**src/core/led_fault_params.svh**
```systemverilog
`ifndef LED_FAULT_PARAMS_SVH
`define LED_FAULT_PARAMS_SVH

// ==========================================================================
// Register offsets and fields
`define NUM_CHANNELS      16
`define REG_SECOND_MODE_REGISTER         8'h00
`define REG_GROUP_DUTY    8'h01
`define REG_GROUP_PERIOD  8'h02
`define REG_LDR_BASE      8'h04
`define REG_DUTY_BASE     8'h08
`define REG_FAULT_BASE    8'h18
`define SECOND_MODE_REGISTER_OVERHEAT    7
`define SECOND_MODE_REGISTER_FAULT       6
`define SECOND_MODE_REGISTER_DIMBLK      5
`define SECOND_MODE_REGISTER_CLR_FAULT   4
`define GC_ADDR_BYTE      8'h00
`define SOFT_RESET_CALL_BYTE        8'h06
`define CODE_NONE         2'h0
`define CODE_SHORT        2'h1
`define CODE_OPEN         2'h2
`define DUTY_MIN_CHECK    8'h08
`define DUTY_FULL         8'hFF

// ==========================================================================
// Timing
`define CLK_PERIOD_NS     10
`define POR_WAKE_NS       2000000
`define HW_WAKE_NS        1500000
`define SW_WAKE_NS        1000000
`define RST_PULSE_NS      2500
`define FAST_PWM_NS       32000
`define POR_WAKE_CYC      (`POR_WAKE_NS / `CLK_PERIOD_NS)
`define HW_WAKE_CYC       (`HW_WAKE_NS / `CLK_PERIOD_NS)
`define SW_WAKE_CYC       (`SW_WAKE_NS / `CLK_PERIOD_NS)
`define RST_MIN_CYC       ((`RST_PULSE_NS + `CLK_PERIOD_NS - 1) / `CLK_PERIOD_NS)
`define FAST_PWM_CYC      (`FAST_PWM_NS / `CLK_PERIOD_NS)

`endif

```
**src/core/led_fault_pkg.sv**
```systemverilog
package led_fault_pkg;

  // ========================================================================
  // General call receiver states
  typedef enum logic [2:0] {
    GC_IDLE,
    GC_ADDR,
    GC_DATA,
    GC_ARMED,
    GC_IGNORE
  } gc_state_t;

  // ========================================================================
  // Register request from software
  typedef struct packed {
    logic [7:0] addr;
    logic [7:0] wdata;
    logic       write;
    logic       read;
  } bus_req_t;

endpackage

```
**src/core/led_fault_ctrl.sv**
```systemverilog
// The implementer's own choices: the register addresses and the address-and-strobe port.
`timescale 1ns/10ps
`include "led_fault_params.svh"

module led_fault_ctrl #(
  parameter int CHANNELS     = `NUM_CHANNELS,
  parameter int POR_WAKE_CYC = `POR_WAKE_CYC,
  parameter int HW_WAKE_CYC  = `HW_WAKE_CYC,
  parameter int SW_WAKE_CYC  = `SW_WAKE_CYC
) (
  input  wire logic                    I_CLOCK,
  input  wire logic                    I_RESET,
  input  wire logic                    I_CLK_EN,
  input  wire led_fault_pkg::bus_req_t I_BUS,
  output logic [7:0]                   O_RDATA,
  input  wire logic                    I_OE_N,
  input  wire logic                    I_RESET_PIN_N,
  input  wire logic                    I_OVERHEAT,
  input  wire logic                    I_SCL,
  input  wire logic                    I_SDA,
  input  wire logic [CHANNELS-1:0]     I_OPEN,
  input  wire logic [CHANNELS-1:0]     I_SHORT,
  output logic                         O_SDA_OUT,
  output logic                         O_SDA_OE,
  output logic [CHANNELS-1:0]          O_LED_ON,
  output logic                         O_LED_HIZ,
  output logic                         O_READY
);

  localparam int ASYNC_W = 5 + 2 * CHANNELS;
  localparam int WK_W    = $clog2(POR_WAKE_CYC + 1);
  localparam int RST_MIN = `RST_MIN_CYC;
  localparam int FAST    = `FAST_PWM_CYC;
  localparam int STEP_X2 = 2 * FAST / 256;
  localparam logic [ASYNC_W-1:0] ASYNC_RST = ASYNC_W'(5'h1B);

  // ========================================================================
  // Elaboration checks
  if (CHANNELS < 4 || CHANNELS > 16 || CHANNELS % 4 != 0) begin : g_chk_ch
    $error("CHANNELS must be 4, 8, 12 or 16");
  end
  if (HW_WAKE_CYC < 1 || SW_WAKE_CYC < 1 || HW_WAKE_CYC > POR_WAKE_CYC ||
      SW_WAKE_CYC > POR_WAKE_CYC) begin : g_chk_wake
    $error("wake counts must lie between 1 and POR_WAKE_CYC");
  end
  if (2 * FAST % 256 != 0 || FAST > 4095) begin : g_chk_pwm
    $error("PWM period does not split into 256 steps");
  end

  // ========================================================================
  // Pin synchronisers, change taken once stages two and three agree
  logic [ASYNC_W-1:0] async_in;
  logic [ASYNC_W-1:0] sync1_reg;
  logic [ASYNC_W-1:0] sync2_reg;
  logic [ASYNC_W-1:0] sync3_reg;
  logic [ASYNC_W-1:0] filt_reg;
  logic               oe_n_f;
  logic               rst_pin_n_f;
  logic               overheat_f;
  logic               scl_f;
  logic               sda_f;
  logic [CHANNELS-1:0] open_f;
  logic [CHANNELS-1:0] short_f;

  assign async_in = {I_SHORT, I_OPEN, I_SDA, I_SCL, I_OVERHEAT,
                     I_RESET_PIN_N, I_OE_N};

  // Three stage chain with agreement filter
  always_ff @(posedge I_CLOCK or posedge I_RESET) begin
    if (I_RESET) begin
      sync1_reg <= ASYNC_RST;
      sync2_reg <= ASYNC_RST;
      sync3_reg <= ASYNC_RST;
      filt_reg  <= ASYNC_RST;
    end else if (I_CLK_EN) begin
      sync1_reg <= async_in;
      sync2_reg <= sync1_reg;
      sync3_reg <= sync2_reg;
      filt_reg  <= (sync2_reg & sync3_reg) |
                   (filt_reg & (sync2_reg ^ sync3_reg));
    end
  end

  assign oe_n_f      = filt_reg[0];
  assign rst_pin_n_f = filt_reg[1];
  assign overheat_f  = filt_reg[2];
  assign scl_f       = filt_reg[3];
  assign sda_f       = filt_reg[4];
  assign open_f      = filt_reg[5 +: CHANNELS];
  assign short_f     = filt_reg[5 + CHANNELS +: CHANNELS];

  // ========================================================================
  // Reset pin qualification and wake timer
  logic [8:0]      pin_cnt_reg;
  logic [WK_W-1:0] wake_reg;
  logic            hw_rst;
  logic            soft_reset_call;
  logic            soft_clr;

  assign hw_rst   = !rst_pin_n_f && (pin_cnt_reg == 9'(RST_MIN));
  assign soft_clr = hw_rst || soft_reset_call;
  assign O_READY  = (wake_reg == '0);

  // Low time of the reset pin
  always_ff @(posedge I_CLOCK or posedge I_RESET) begin
    if (I_RESET) begin
      pin_cnt_reg <= 9'h000;
    end else if (I_CLK_EN) begin
      if (rst_pin_n_f) begin
        pin_cnt_reg <= 9'h000;
      end else if (pin_cnt_reg != 9'(RST_MIN)) begin
        pin_cnt_reg <= pin_cnt_reg + 9'h001;
      end
    end
  end

  // Busy time after each kind of reset
  always_ff @(posedge I_CLOCK or posedge I_RESET) begin
    if (I_RESET) begin
      wake_reg <= WK_W'(POR_WAKE_CYC);
    end else if (I_CLK_EN) begin
      if (hw_rst) begin
        wake_reg <= WK_W'(HW_WAKE_CYC);
      end else if (soft_reset_call) begin
        wake_reg <= WK_W'(SW_WAKE_CYC);
      end else if (wake_reg != '0) begin
        wake_reg <= wake_reg - 1'b1;
      end
    end
  end

  // ========================================================================
  // General call receiver for the soft reset call
  led_fault_pkg::gc_state_t gc_state_reg;
  logic [3:0] gc_bits_reg;
  logic [7:0] gc_shift_reg;
  logic       ack_reg;
  logic       scl_q_reg;
  logic       sda_q_reg;
  logic       bus_start;
  logic       bus_stop;
  logic       scl_rise;
  logic       scl_fall;
  logic       byte_done;

  assign bus_start = scl_f && scl_q_reg && sda_q_reg && !sda_f;
  assign bus_stop  = scl_f && scl_q_reg && !sda_q_reg && sda_f;
  assign scl_rise  = scl_f && !scl_q_reg;
  assign scl_fall  = !scl_f && scl_q_reg;
  assign byte_done = scl_fall && (gc_bits_reg == 4'h8) && !ack_reg;
  assign soft_reset_call     = bus_stop && (gc_state_reg == led_fault_pkg::GC_ARMED);
  assign O_SDA_OUT = 1'b0;
  assign O_SDA_OE  = ack_reg;

  // Previous line levels
  always_ff @(posedge I_CLOCK or posedge I_RESET) begin
    if (I_RESET) begin
      scl_q_reg <= 1'b1;
      sda_q_reg <= 1'b1;
    end else if (I_CLK_EN) begin
      scl_q_reg <= scl_f;
      sda_q_reg <= sda_f;
    end
  end

  // Byte shifting, acknowledge decision and release
  always_ff @(posedge I_CLOCK or posedge I_RESET) begin
    if (I_RESET) begin
      gc_state_reg <= led_fault_pkg::GC_IDLE;
      gc_bits_reg  <= 4'h0;
      gc_shift_reg <= 8'h00;
      ack_reg      <= 1'b0;
    end else if (I_CLK_EN) begin
      if (hw_rst || bus_stop) begin
        gc_state_reg <= led_fault_pkg::GC_IDLE;
        gc_bits_reg  <= 4'h0;
        ack_reg      <= 1'b0;
      end else if (bus_start) begin
        gc_state_reg <= led_fault_pkg::GC_ADDR;
        gc_bits_reg  <= 4'h0;
        ack_reg      <= 1'b0;
      end else if (scl_rise && gc_bits_reg != 4'h8 &&
                   gc_state_reg != led_fault_pkg::GC_IDLE &&
                   gc_state_reg != led_fault_pkg::GC_IGNORE) begin
        gc_shift_reg <= {gc_shift_reg[6:0], sda_f};
        gc_bits_reg  <= gc_bits_reg + 4'h1;
      end else if (scl_fall && gc_bits_reg == 4'h8 && ack_reg) begin
        ack_reg     <= 1'b0;
        gc_bits_reg <= 4'h0;
      end else if (byte_done) begin
        case (gc_state_reg)
          led_fault_pkg::GC_ADDR: begin
            if (gc_shift_reg == `GC_ADDR_BYTE) begin
              ack_reg      <= 1'b1;
              gc_state_reg <= led_fault_pkg::GC_DATA;
            end else begin
              gc_state_reg <= led_fault_pkg::GC_IGNORE;
            end
          end
          led_fault_pkg::GC_DATA: begin
            if (gc_shift_reg == `SOFT_RESET_CALL_BYTE) begin
              ack_reg      <= 1'b1;
              gc_state_reg <= led_fault_pkg::GC_ARMED;
            end else begin
              gc_state_reg <= led_fault_pkg::GC_IGNORE;
            end
          end
          default: begin
            gc_state_reg <= led_fault_pkg::GC_IGNORE;
          end
        endcase
      end
    end
  end

  // ========================================================================
  // Software registers
  logic       wr_ok;
  logic       clr_req;
  logic       dimblk_reg;
  logic [7:0] gduty_reg;
  logic [7:0] gperiod_reg;
  logic [2*CHANNELS-1:0] ldr_reg;
  logic [7:0] duty_reg [CHANNELS];
  logic [2*CHANNELS-1:0] fault_reg;
  logic [7:0] rd_next;

  assign wr_ok   = I_BUS.write && O_READY && !soft_clr;
  assign clr_req = wr_ok && (I_BUS.addr == `REG_SECOND_MODE_REGISTER) &&
                   I_BUS.wdata[`SECOND_MODE_REGISTER_CLR_FAULT];

  // Register writes, cleared by pin or soft reset
  always_ff @(posedge I_CLOCK or posedge I_RESET) begin
    if (I_RESET) begin
      dimblk_reg  <= 1'b0;
      gduty_reg   <= 8'h00;
      gperiod_reg <= 8'h00;
      ldr_reg     <= '0;
      for (int k = 0; k < CHANNELS; k++) begin
        duty_reg[k] <= 8'h00;
      end
    end else if (I_CLK_EN) begin
      if (soft_clr) begin
        dimblk_reg  <= 1'b0;
        gduty_reg   <= 8'h00;
        gperiod_reg <= 8'h00;
        ldr_reg     <= '0;
        for (int k = 0; k < CHANNELS; k++) begin
          duty_reg[k] <= 8'h00;
        end
      end else if (wr_ok) begin
        if (I_BUS.addr == `REG_SECOND_MODE_REGISTER) begin
          dimblk_reg <= I_BUS.wdata[`SECOND_MODE_REGISTER_DIMBLK];
        end
        if (I_BUS.addr == `REG_GROUP_DUTY) begin
          gduty_reg <= I_BUS.wdata;
        end
        if (I_BUS.addr == `REG_GROUP_PERIOD) begin
          gperiod_reg <= I_BUS.wdata;
        end
        for (int k = 0; k < CHANNELS / 4; k++) begin
          if (I_BUS.addr == 8'(int'(`REG_LDR_BASE) + k)) begin
            ldr_reg[8*k +: 8] <= I_BUS.wdata;
          end
        end
        for (int k = 0; k < CHANNELS; k++) begin
          if (I_BUS.addr == 8'(int'(`REG_DUTY_BASE) + k)) begin
            duty_reg[k] <= I_BUS.wdata;
          end
        end
      end
    end
  end

  // Read multiplexer, unmapped reads give zero
  always_comb begin
    rd_next = 8'h00;
    if (I_BUS.addr == `REG_SECOND_MODE_REGISTER) begin
      rd_next[`SECOND_MODE_REGISTER_OVERHEAT] = overheat_f;
      rd_next[`SECOND_MODE_REGISTER_FAULT]    = |fault_reg;
      rd_next[`SECOND_MODE_REGISTER_DIMBLK]   = dimblk_reg;
    end
    if (I_BUS.addr == `REG_GROUP_DUTY) begin
      rd_next = gduty_reg;
    end
    if (I_BUS.addr == `REG_GROUP_PERIOD) begin
      rd_next = gperiod_reg;
    end
    for (int k = 0; k < CHANNELS / 4; k++) begin
      if (I_BUS.addr == 8'(int'(`REG_LDR_BASE) + k)) begin
        rd_next = ldr_reg[8*k +: 8];
      end
      if (I_BUS.addr == 8'(int'(`REG_FAULT_BASE) + k)) begin
        rd_next = fault_reg[8*k +: 8];
      end
    end
    for (int k = 0; k < CHANNELS; k++) begin
      if (I_BUS.addr == 8'(int'(`REG_DUTY_BASE) + k)) begin
        rd_next = duty_reg[k];
      end
    end
  end

  // Read data for one cycle after the strobe
  always_ff @(posedge I_CLOCK or posedge I_RESET) begin
    if (I_RESET) begin
      O_RDATA <= 8'h00;
    end else if (I_CLK_EN) begin
      O_RDATA <= I_BUS.read ? rd_next : 8'h00;
    end
  end

  // ========================================================================
  // Fast PWM time base and group dimming or blinking counters
  logic [11:0] fast_reg;
  logic [7:0]  gdim_reg;
  logic [10:0] blink_pre_reg;
  logic [7:0]  blink_reg;
  logic        group_on;

  assign group_on = dimblk_reg ? (blink_reg < gduty_reg)
                               : (gdim_reg < gduty_reg);

  // One fast period is 256 steps; group steps count fast periods
  always_ff @(posedge I_CLOCK or posedge I_RESET) begin
    if (I_RESET) begin
      fast_reg      <= 12'h000;
      gdim_reg      <= 8'h00;
      blink_pre_reg <= 11'h000;
      blink_reg     <= 8'h00;
    end else if (I_CLK_EN) begin
      if (fast_reg == 12'(FAST - 1)) begin
        fast_reg <= 12'h000;
        gdim_reg <= gdim_reg + 8'h01;
        if (blink_pre_reg == {gperiod_reg, 3'h7}) begin
          blink_pre_reg <= 11'h000;
          blink_reg     <= blink_reg + 8'h01;
        end else begin
          blink_pre_reg <= blink_pre_reg + 11'h001;
        end
      end else begin
        fast_reg <= fast_reg + 12'h001;
      end
    end
  end

  // ========================================================================
  // Per channel drive and fault code
  logic [CHANNELS-1:0] want_on;
  logic [CHANNELS-1:0] chk;

  for (genvar i = 0; i < CHANNELS; i++) begin : g_ch
    logic       indiv_on;
    logic [1:0] mode;
    logic       pwm_skip;

    assign mode     = ldr_reg[2*i +: 2];
    assign indiv_on = (duty_reg[i] == `DUTY_FULL) ||
                      ({fast_reg, 1'b0} <
                       13'(duty_reg[i]) * 13'(STEP_X2));
    assign pwm_skip = mode[1] && (duty_reg[i] < `DUTY_MIN_CHECK ||
                                  duty_reg[i] == `DUTY_FULL);
    assign want_on[i] = (mode == 2'h1) || (mode == 2'h2 && indiv_on) ||
                        (mode == 2'h3 && indiv_on && group_on);
    assign chk[i] = O_LED_ON[i] && !pwm_skip;

    // Short wins over open, so code 11 cannot arise
    always_ff @(posedge I_CLOCK or posedge I_RESET) begin
      if (I_RESET) begin
        fault_reg[2*i +: 2] <= `CODE_NONE;
      end else if (I_CLK_EN) begin
        if (soft_clr) begin
          fault_reg[2*i +: 2] <= `CODE_NONE;
        end else if (chk[i] && short_f[i]) begin
          fault_reg[2*i +: 2] <= `CODE_SHORT;
        end else if (chk[i] && open_f[i]) begin
          fault_reg[2*i +: 2] <= `CODE_OPEN;
        end else if (chk[i] && fault_reg[2*i +: 2] == `CODE_SHORT) begin
          fault_reg[2*i +: 2] <= `CODE_NONE;
        end else if (clr_req) begin
          fault_reg[2*i +: 2] <= `CODE_NONE;
        end
      end
    end

  end

  // ========================================================================
  // Output gating by enable pin and overheat
  always_ff @(posedge I_CLOCK or posedge I_RESET) begin
    if (I_RESET) begin
      O_LED_ON  <= '0;
      O_LED_HIZ <= 1'b1;
    end else if (I_CLK_EN) begin
      O_LED_ON  <= want_on & {CHANNELS{!oe_n_f && !overheat_f}};
      O_LED_HIZ <= oe_n_f;
    end
  end
endmodule

```
**config.mk**
```make
export PLATFORM = sky130hd
export DESIGN_NAME = led_fault_ctrl
export DESIGN_NICKNAME = d
export VERILOG_FILES = /design/src/core/led_fault_pkg.sv /design/src/core/led_fault_ctrl.sv
export VERILOG_INCLUDE_DIRS = /design/src /design/src/core
export SDC_FILE = /design/constraint.sdc
export NUM_CORES = 2
export LEC_CHECK = 0
export ABC_CLOCK_PERIOD_IN_PS = 18300
export BUFFER_PORTS_ARGS = -buffer_cell sky130_fd_sc_hd__buf_2
export CORE_MARGIN = 1.5
export CORE_UTILIZATION = 45
export DETAILED_ROUTE_END_ITERATION = 8
export GPL_TIMING_DRIVEN = 0
export PLACE_DENSITY = 0.61
export SLEW_MARGIN = 20
export SYNTH_ARGS = -nofsm -noshare
export SYNTH_HDL_FRONTEND = slang
export SYNTH_SLANG_ARGS = --single-unit
```
**constraint.sdc**
```tcl
create_clock -name I_CLOCK -period 18.3 [get_ports I_CLOCK]
set_input_delay 2.745 -clock I_CLOCK [delete_from_list [all_inputs] [get_ports I_CLOCK]]
set_output_delay 2.745 -clock I_CLOCK [all_outputs]
set_load 0.01 [all_outputs]
```
* Word level (Yosys, flattened, before mapping)
Index checks and enable logic that the tools add are counted.
** Cells by class
- Order comparisons :: 34
- Divide/modulo/power cells :: 0
- Add/subtract/negate cells :: 7
- Reduce and logical (&&, ||, !) cells :: 338
- Multiply operators :: 16
- Eq/ne operators :: 121
- Shifts and indexed selects :: 0
- Bitwise logic cells :: 7
- Multiplexer cells :: 154
** Operators by type and width (number)
- 8-bit 2-to-1 mux :: 53
- 128-bit 2-to-1 mux :: 2
- 13-bit < comparator :: 16
- 8-bit by 5-bit multiplier with 13-bit output (second input constant) :: 16
- 1-bit logical AND :: 148
- 2-bit 2-to-1 mux :: 65
- 8-bit equality test (second input constant) :: 16
- 8-bit by 4-bit < comparator with 1-bit output (second input constant) :: 16
- 8-bit by 5-bit equality test with 1-bit output (second input constant) :: 12
- 5-bit nonzero test :: 17
- 37-bit bitwise AND :: 2
- 3-bit AND reduction :: 24
- 1-bit logical OR :: 66
- 2-bit by 1-bit equality test with 1-bit output (second input constant) :: 32
- 2-bit equality test (second input constant) :: 32
- 8-bit by 4-bit equality test with 1-bit output (second input constant) :: 8
- 32-bit 2-to-1 mux :: 2
- 18-bit 2-to-1 mux :: 3
- 2-bit nonzero test :: 25
- 8-bit by 3-bit equality test with 1-bit output (second input constant) :: 5
- 2-bit AND reduction :: 20
- 37-bit bitwise OR :: 1
- 37-bit XOR :: 1
- 32-bit OR reduction :: 1
- 37 further kinds :: 94
** Storage, ports and cells
- Register bits :: 466
- ROM bits :: 0
- Latch bits :: 0
- RAM bits :: 0
- Output and inout port bits :: 28
- Memories :: 0
- Input bits :: 58

* Longest topological paths before layout
- Depth after elaboration :: 29
- Mapped depth :: 18
- Depth with buffers taken out :: 18

* Worst setup path after synthesis
No wires, ideal clock.
- Kind :: input port to flip-flop
- Start :: in I_BUS[11] (netlist bit)
- End :: reg O_RDATA[3]
- Arrival time :: 4.291 ns
- Path slack :: 13.883 ns
- Stages on the path :: 7
- Buffers on the path :: 4
- Cells stage by stage :: buf_2 buf_1 buf_2 clkbuf_1 mux4_2 o21ai_0 a2bb2oi_1
** On the way
- Cells in the longest elaborated chain, start to end :: 28
- Elaborated cells between the ends (all ways) :: 53
- Those cells by class :: eq/ne: 26; mux: 27
** Ends and longest elaborated chain
- from (decl) :: line led_fault_ctrl.sv:14 : input wire led_fault_pkg::bus_req_t I_BUS,
- 8-bit by 1-bit equality test with 1-bit output (no source line)
- 8-bit 2-to-1 mux :: line led_fault_ctrl.sv:283 : if (I_BUS.addr == `REG_GROUP_DUTY) begin
- 8-bit 2-to-1 mux :: line led_fault_ctrl.sv:286 : if (I_BUS.addr == `REG_GROUP_PERIOD) begin
- 8-bit 2-to-1 mux :: line led_fault_ctrl.sv:290 : if (I_BUS.addr == 8'(int'(`REG_LDR_BASE) + k)) begin
- 8-bit 2-to-1 mux :: line led_fault_ctrl.sv:293 : if (I_BUS.addr == 8'(int'(`REG_FAULT_BASE) + k)) begin
- 8-bit 2-to-1 mux :: line led_fault_ctrl.sv:290
- 8-bit 2-to-1 mux :: line led_fault_ctrl.sv:293
- 8-bit 2-to-1 mux :: line led_fault_ctrl.sv:290
- 8-bit 2-to-1 mux :: line led_fault_ctrl.sv:293
- 8-bit 2-to-1 mux :: line led_fault_ctrl.sv:290
- 8-bit 2-to-1 mux :: line led_fault_ctrl.sv:293
- 8-bit 2-to-1 mux (15 in series) :: line led_fault_ctrl.sv:298 : if (I_BUS.addr == 8'(int'(`REG_DUTY_BASE) + k)) begin
- 8-bit 2-to-1 mux (*) :: line led_fault_ctrl.sv:298
- 8-bit 2-to-1 mux (*) :: line led_fault_ctrl.sv:309 : O_RDATA <= I_BUS.read ? rd_next : 8'h00;
- to (signal assigned) :: line led_fault_ctrl.sv:309
- to (decl) :: line led_fault_ctrl.sv:15 : output logic [7:0] O_RDATA,
Every way passes the cells marked *; elsewhere a longest branch is shown, timed or not.
A chain may end at the register's enable or synchronous reset.

* Worst setup path after layout
- Start :: in I_BUS[10] (netlist bit)
- End :: reg O_RDATA[6]
** On the way
- Cells in the longest elaborated chain, start to end :: 29
- Elaborated cells between the ends (all ways) :: 55
- Those cells by class :: eq/ne: 26; mux: 28; reduce/logical: 1
** Ends and longest elaborated chain
- 8-bit zero test (no source line)
- 3-bit 2-to-1 mux :: line led_fault_ctrl.sv:278 : if (I_BUS.addr == `REG_SECOND_MODE_REGISTER) begin
- 8-bit 2-to-1 mux :: line led_fault_ctrl.sv:283
- 8-bit 2-to-1 mux :: line led_fault_ctrl.sv:286
- 8-bit 2-to-1 mux :: line led_fault_ctrl.sv:290
- 8-bit 2-to-1 mux :: line led_fault_ctrl.sv:293
- 8-bit 2-to-1 mux :: line led_fault_ctrl.sv:290
- 8-bit 2-to-1 mux :: line led_fault_ctrl.sv:293
- 8-bit 2-to-1 mux :: line led_fault_ctrl.sv:290
- 8-bit 2-to-1 mux :: line led_fault_ctrl.sv:293
- 8-bit 2-to-1 mux :: line led_fault_ctrl.sv:290
- 8-bit 2-to-1 mux :: line led_fault_ctrl.sv:293
- 8-bit 2-to-1 mux (15 in series) :: line led_fault_ctrl.sv:298
- 8-bit 2-to-1 mux (*) :: line led_fault_ctrl.sv:298
- 8-bit 2-to-1 mux (*) :: line led_fault_ctrl.sv:309
Marked as above.

==> reports/results.txt <==
Area Overhead vs Synth: 11.2%
RD Place Congestion: 1.06
Core Area: 85000 um2
Seq/Total Area, Yosys: 0.303
Row Count: 107
# H-tree levels: 2
clock root buffer: clkbuf_16
Synth top area share: 0.286
max FFs per register: 128
initial antenna violation count: 7
via count: 32.5k
Slowest cell on crit path: buf_1
DRC violations left: 0
Pwr per Cell Area: 74.6 nW/um2
critical path startpoint: I_BUS[10]
clock sinks: 466
chip width: 296 um
Avg Vias per Cell: 5.94
crit path kind: primary input to flip-flop
Area contributors post-synth: dfrtp_1 29%, ha_1 24%, o21ai_0 4.3%
Synth Warn #: 0
fin crit share: 0.326
fin. max-slew vios: 0
Setup violations, final: 0
initial drt markers: 2569
reg2reg start: duty_reg[66]
share of cells above drive strength 1: 0.0995
wire length on met3: 11.0 mm
status: finished, final reports clean
leading cell type by number of instances after synthesis: ha_1
Async S/R FF share, synth: 1.00
DIE AREA: 87500 um2
Antenna Nets Post-Route: 0
Placed Area: 41000 um2
Yosys cell types: 93
# fillers: 8043
starting density of the core: 0.454
#FFs+latches synth: 466
Post-CTS Setup Repair Bufs: 0
ys flop type: dfrtp_1
Synth area leader: dfrtp_1
Gate Count Post-Synth: 4122
r2r worst-path depth: 18
relative slew slack: 0.176
Pleak: 21.1 nW
post-cts resize count: 0
min-delay worst type: flip-flop to flip-flop
crit path DAT: 6480 ps
Final Cell Area: 42900 um2
post-layout min period: 5970 ps
drt pass-1 iters: 6
largest net degree at the start of global routing: 103
clock slew at reported path FFs: 60 ps
global-route wire length before repair: 205 mm
Worst Path Required: 18810 ps
worst skew pair latency: 670 ps
Multi-input gate area: 24900 um2
worst-margin pin slew: 1240 ps
Max VDD drop: 0.0000799 V
Hold Path Origin: gdim_reg[7]
Longest Clk Path Bufs: 3
max_cap viols: 0
CTS buffer count: 53
Seq. cell area: 11700 um2
post-detailed-routing wire length: 139 mm
delay of the slowest critical-path stage: 850 ps
Max Fanout on Critical Path: 10
Cell Area, Synth: 38600 um2
drt wl/cell: 25.4 um
vias in the first global route: 31.4k
unrepaired setup endpoints after global routing: no
gr ovfl total: 0
CP startpoint kind: primary input
DIE HEIGHT: 296 um
element type at the critical path end: flip-flop
Total Power: 3.20 mW
met2 wire length: 61.6 mm
WHS Path Cells: 1
clk_skew: 51.8 ps
Total Routing Usage GR: 0.318
fmax: 168 MHz
Top Metal Used: met4
dpl hpwl: 109 mm
# hold bufs at CTS: 0
# port buffers: 83
Post-Syn Nets: 4982
Nets: 5140
CTS tree: done
num ports: 86
Met1 Wirelength: 60.2 mm
CP Cell Sequence: buf_2, buf_2, clkbuf_1, buf_1, clkbuf_1, o21ai_0, a2bb2oi_1, a21oi_1
Avg Synthesized Cell Area: 9.36 um2
count of final hold-check violations: 0
number of enable flip-flop cells after synthesis: 0
synth cell count leaders: 754 x ha_1, 441 x dfrtp_1, 405 x nand2_1
final timing paths:
path	end	slack (ps)
min reg2reg	gdim_reg[7]	480
max in group asynchronous	duty_reg[102]	14030
max	O_RDATA[6]	12330
max reg2reg	O_LED_ON[7]	13730
min	gdim_reg[7]	480
min in group asynchronous	sync2_reg[17]	2140
critical path, delay by kind of cell:
kind | cells | cell delay [ps]
buffers and inverters | 5 | 2740
AO/OA/AOI/OAI | 3 | 940
metal layers:
layer,vias up,track usage
met5,-,0
met4,0,0.126
met3,290,0.0609
met2,1225,0.504
met1,16000,0.428
li1,15000,-
cells in the final DEF, fill, tap and decap left out, types with 14 or more instances in the layout:
cell,Yosys,layout
o2111ai_1,30,30
mux2_2,130,130
a32oi_1,19,19
clkbuf_16,0,53
or3_1,24,24
o21a_1,30,30
nor3_1,59,59
nand3_1,63,63
o21ai_0,330,324
nand3b_1,14,14
nor2b_1,40,39
fa_1,48,48
nor4_1,39,39
a21boi_0,43,43
xnor2_1,86,86
and3_1,25,25
and4_1,19,19
a211o_1,15,15
o21ai_1,93,98
nand4_1,50,50
buf_2,23,107
buf_16,0,17
nand2_1,405,405
a21o_1,60,60
xor2_1,92,92
o31ai_1,43,43
ha_1,754,754
a21oi_1,132,132
o22ai_1,27,27
buf_1,16,16
clkbuf_1,84,91
dfrtp_1,441,429
inv_1,385,384
nand2b_1,72,72
a31oi_1,14,14
nor2_1,186,186
mux2i_1,17,17
dfstp_2,25,25
area by class of cell:
type,count,share of cell area
antenna,7,0.000408
buffer,125,0.0120
clock buffer,73,0.0350
clock inverter,23,0.00962
inverter,386,0.0339
multi-input combinational,3145,0.581
sequential,466,0.273
tap,1144,0.0334
timing repair buffer,103,0.0214
cell families (layout without fill, tap and decap cells):
group                      after synthesis  after routing  synth area share
DFF                                    466            466             0.303
other                                    1              8         0.0000972
adders and majority gates              802            802             0.269
AOI/OAI and AO/OA                      958            958             0.156
and+or+nand+nor                       1053           1053             0.135
buffers and inverters                  511            710            0.0507
xor gates and xnor gates               178            178            0.0404
muxes                                  153            153            0.0459
per-stage QoR:
stage | instances | utilization | TNS [ps] | setup slack (ps) | hold WS [ps]
2_1_floorplan | 4122 | - | 0 | 2600 | 449
6_report | 5472 | 0.505 | 0 | 12330 | 478
3_5_place_dp | 5369 | 0.482 | 0 | 11940 | 471
4_1_cts | 5465 | 0.504 | 0 | 12600 | 483
3_3_place_gp | 5349 | 0.476 | -1359760 | -3200 | 467
5_1_grt | 5466 | 0.505 | 0 | 12460 | 494
power breakdown:
group          switching (mW)  total (mW)  internal [mW]
Combinational           0.419       0.716          0.297
Sequential              0.157        1.30           1.15
Clock                   0.477        1.18          0.704
No activity file was read; power rests on OpenSTA's default activity.
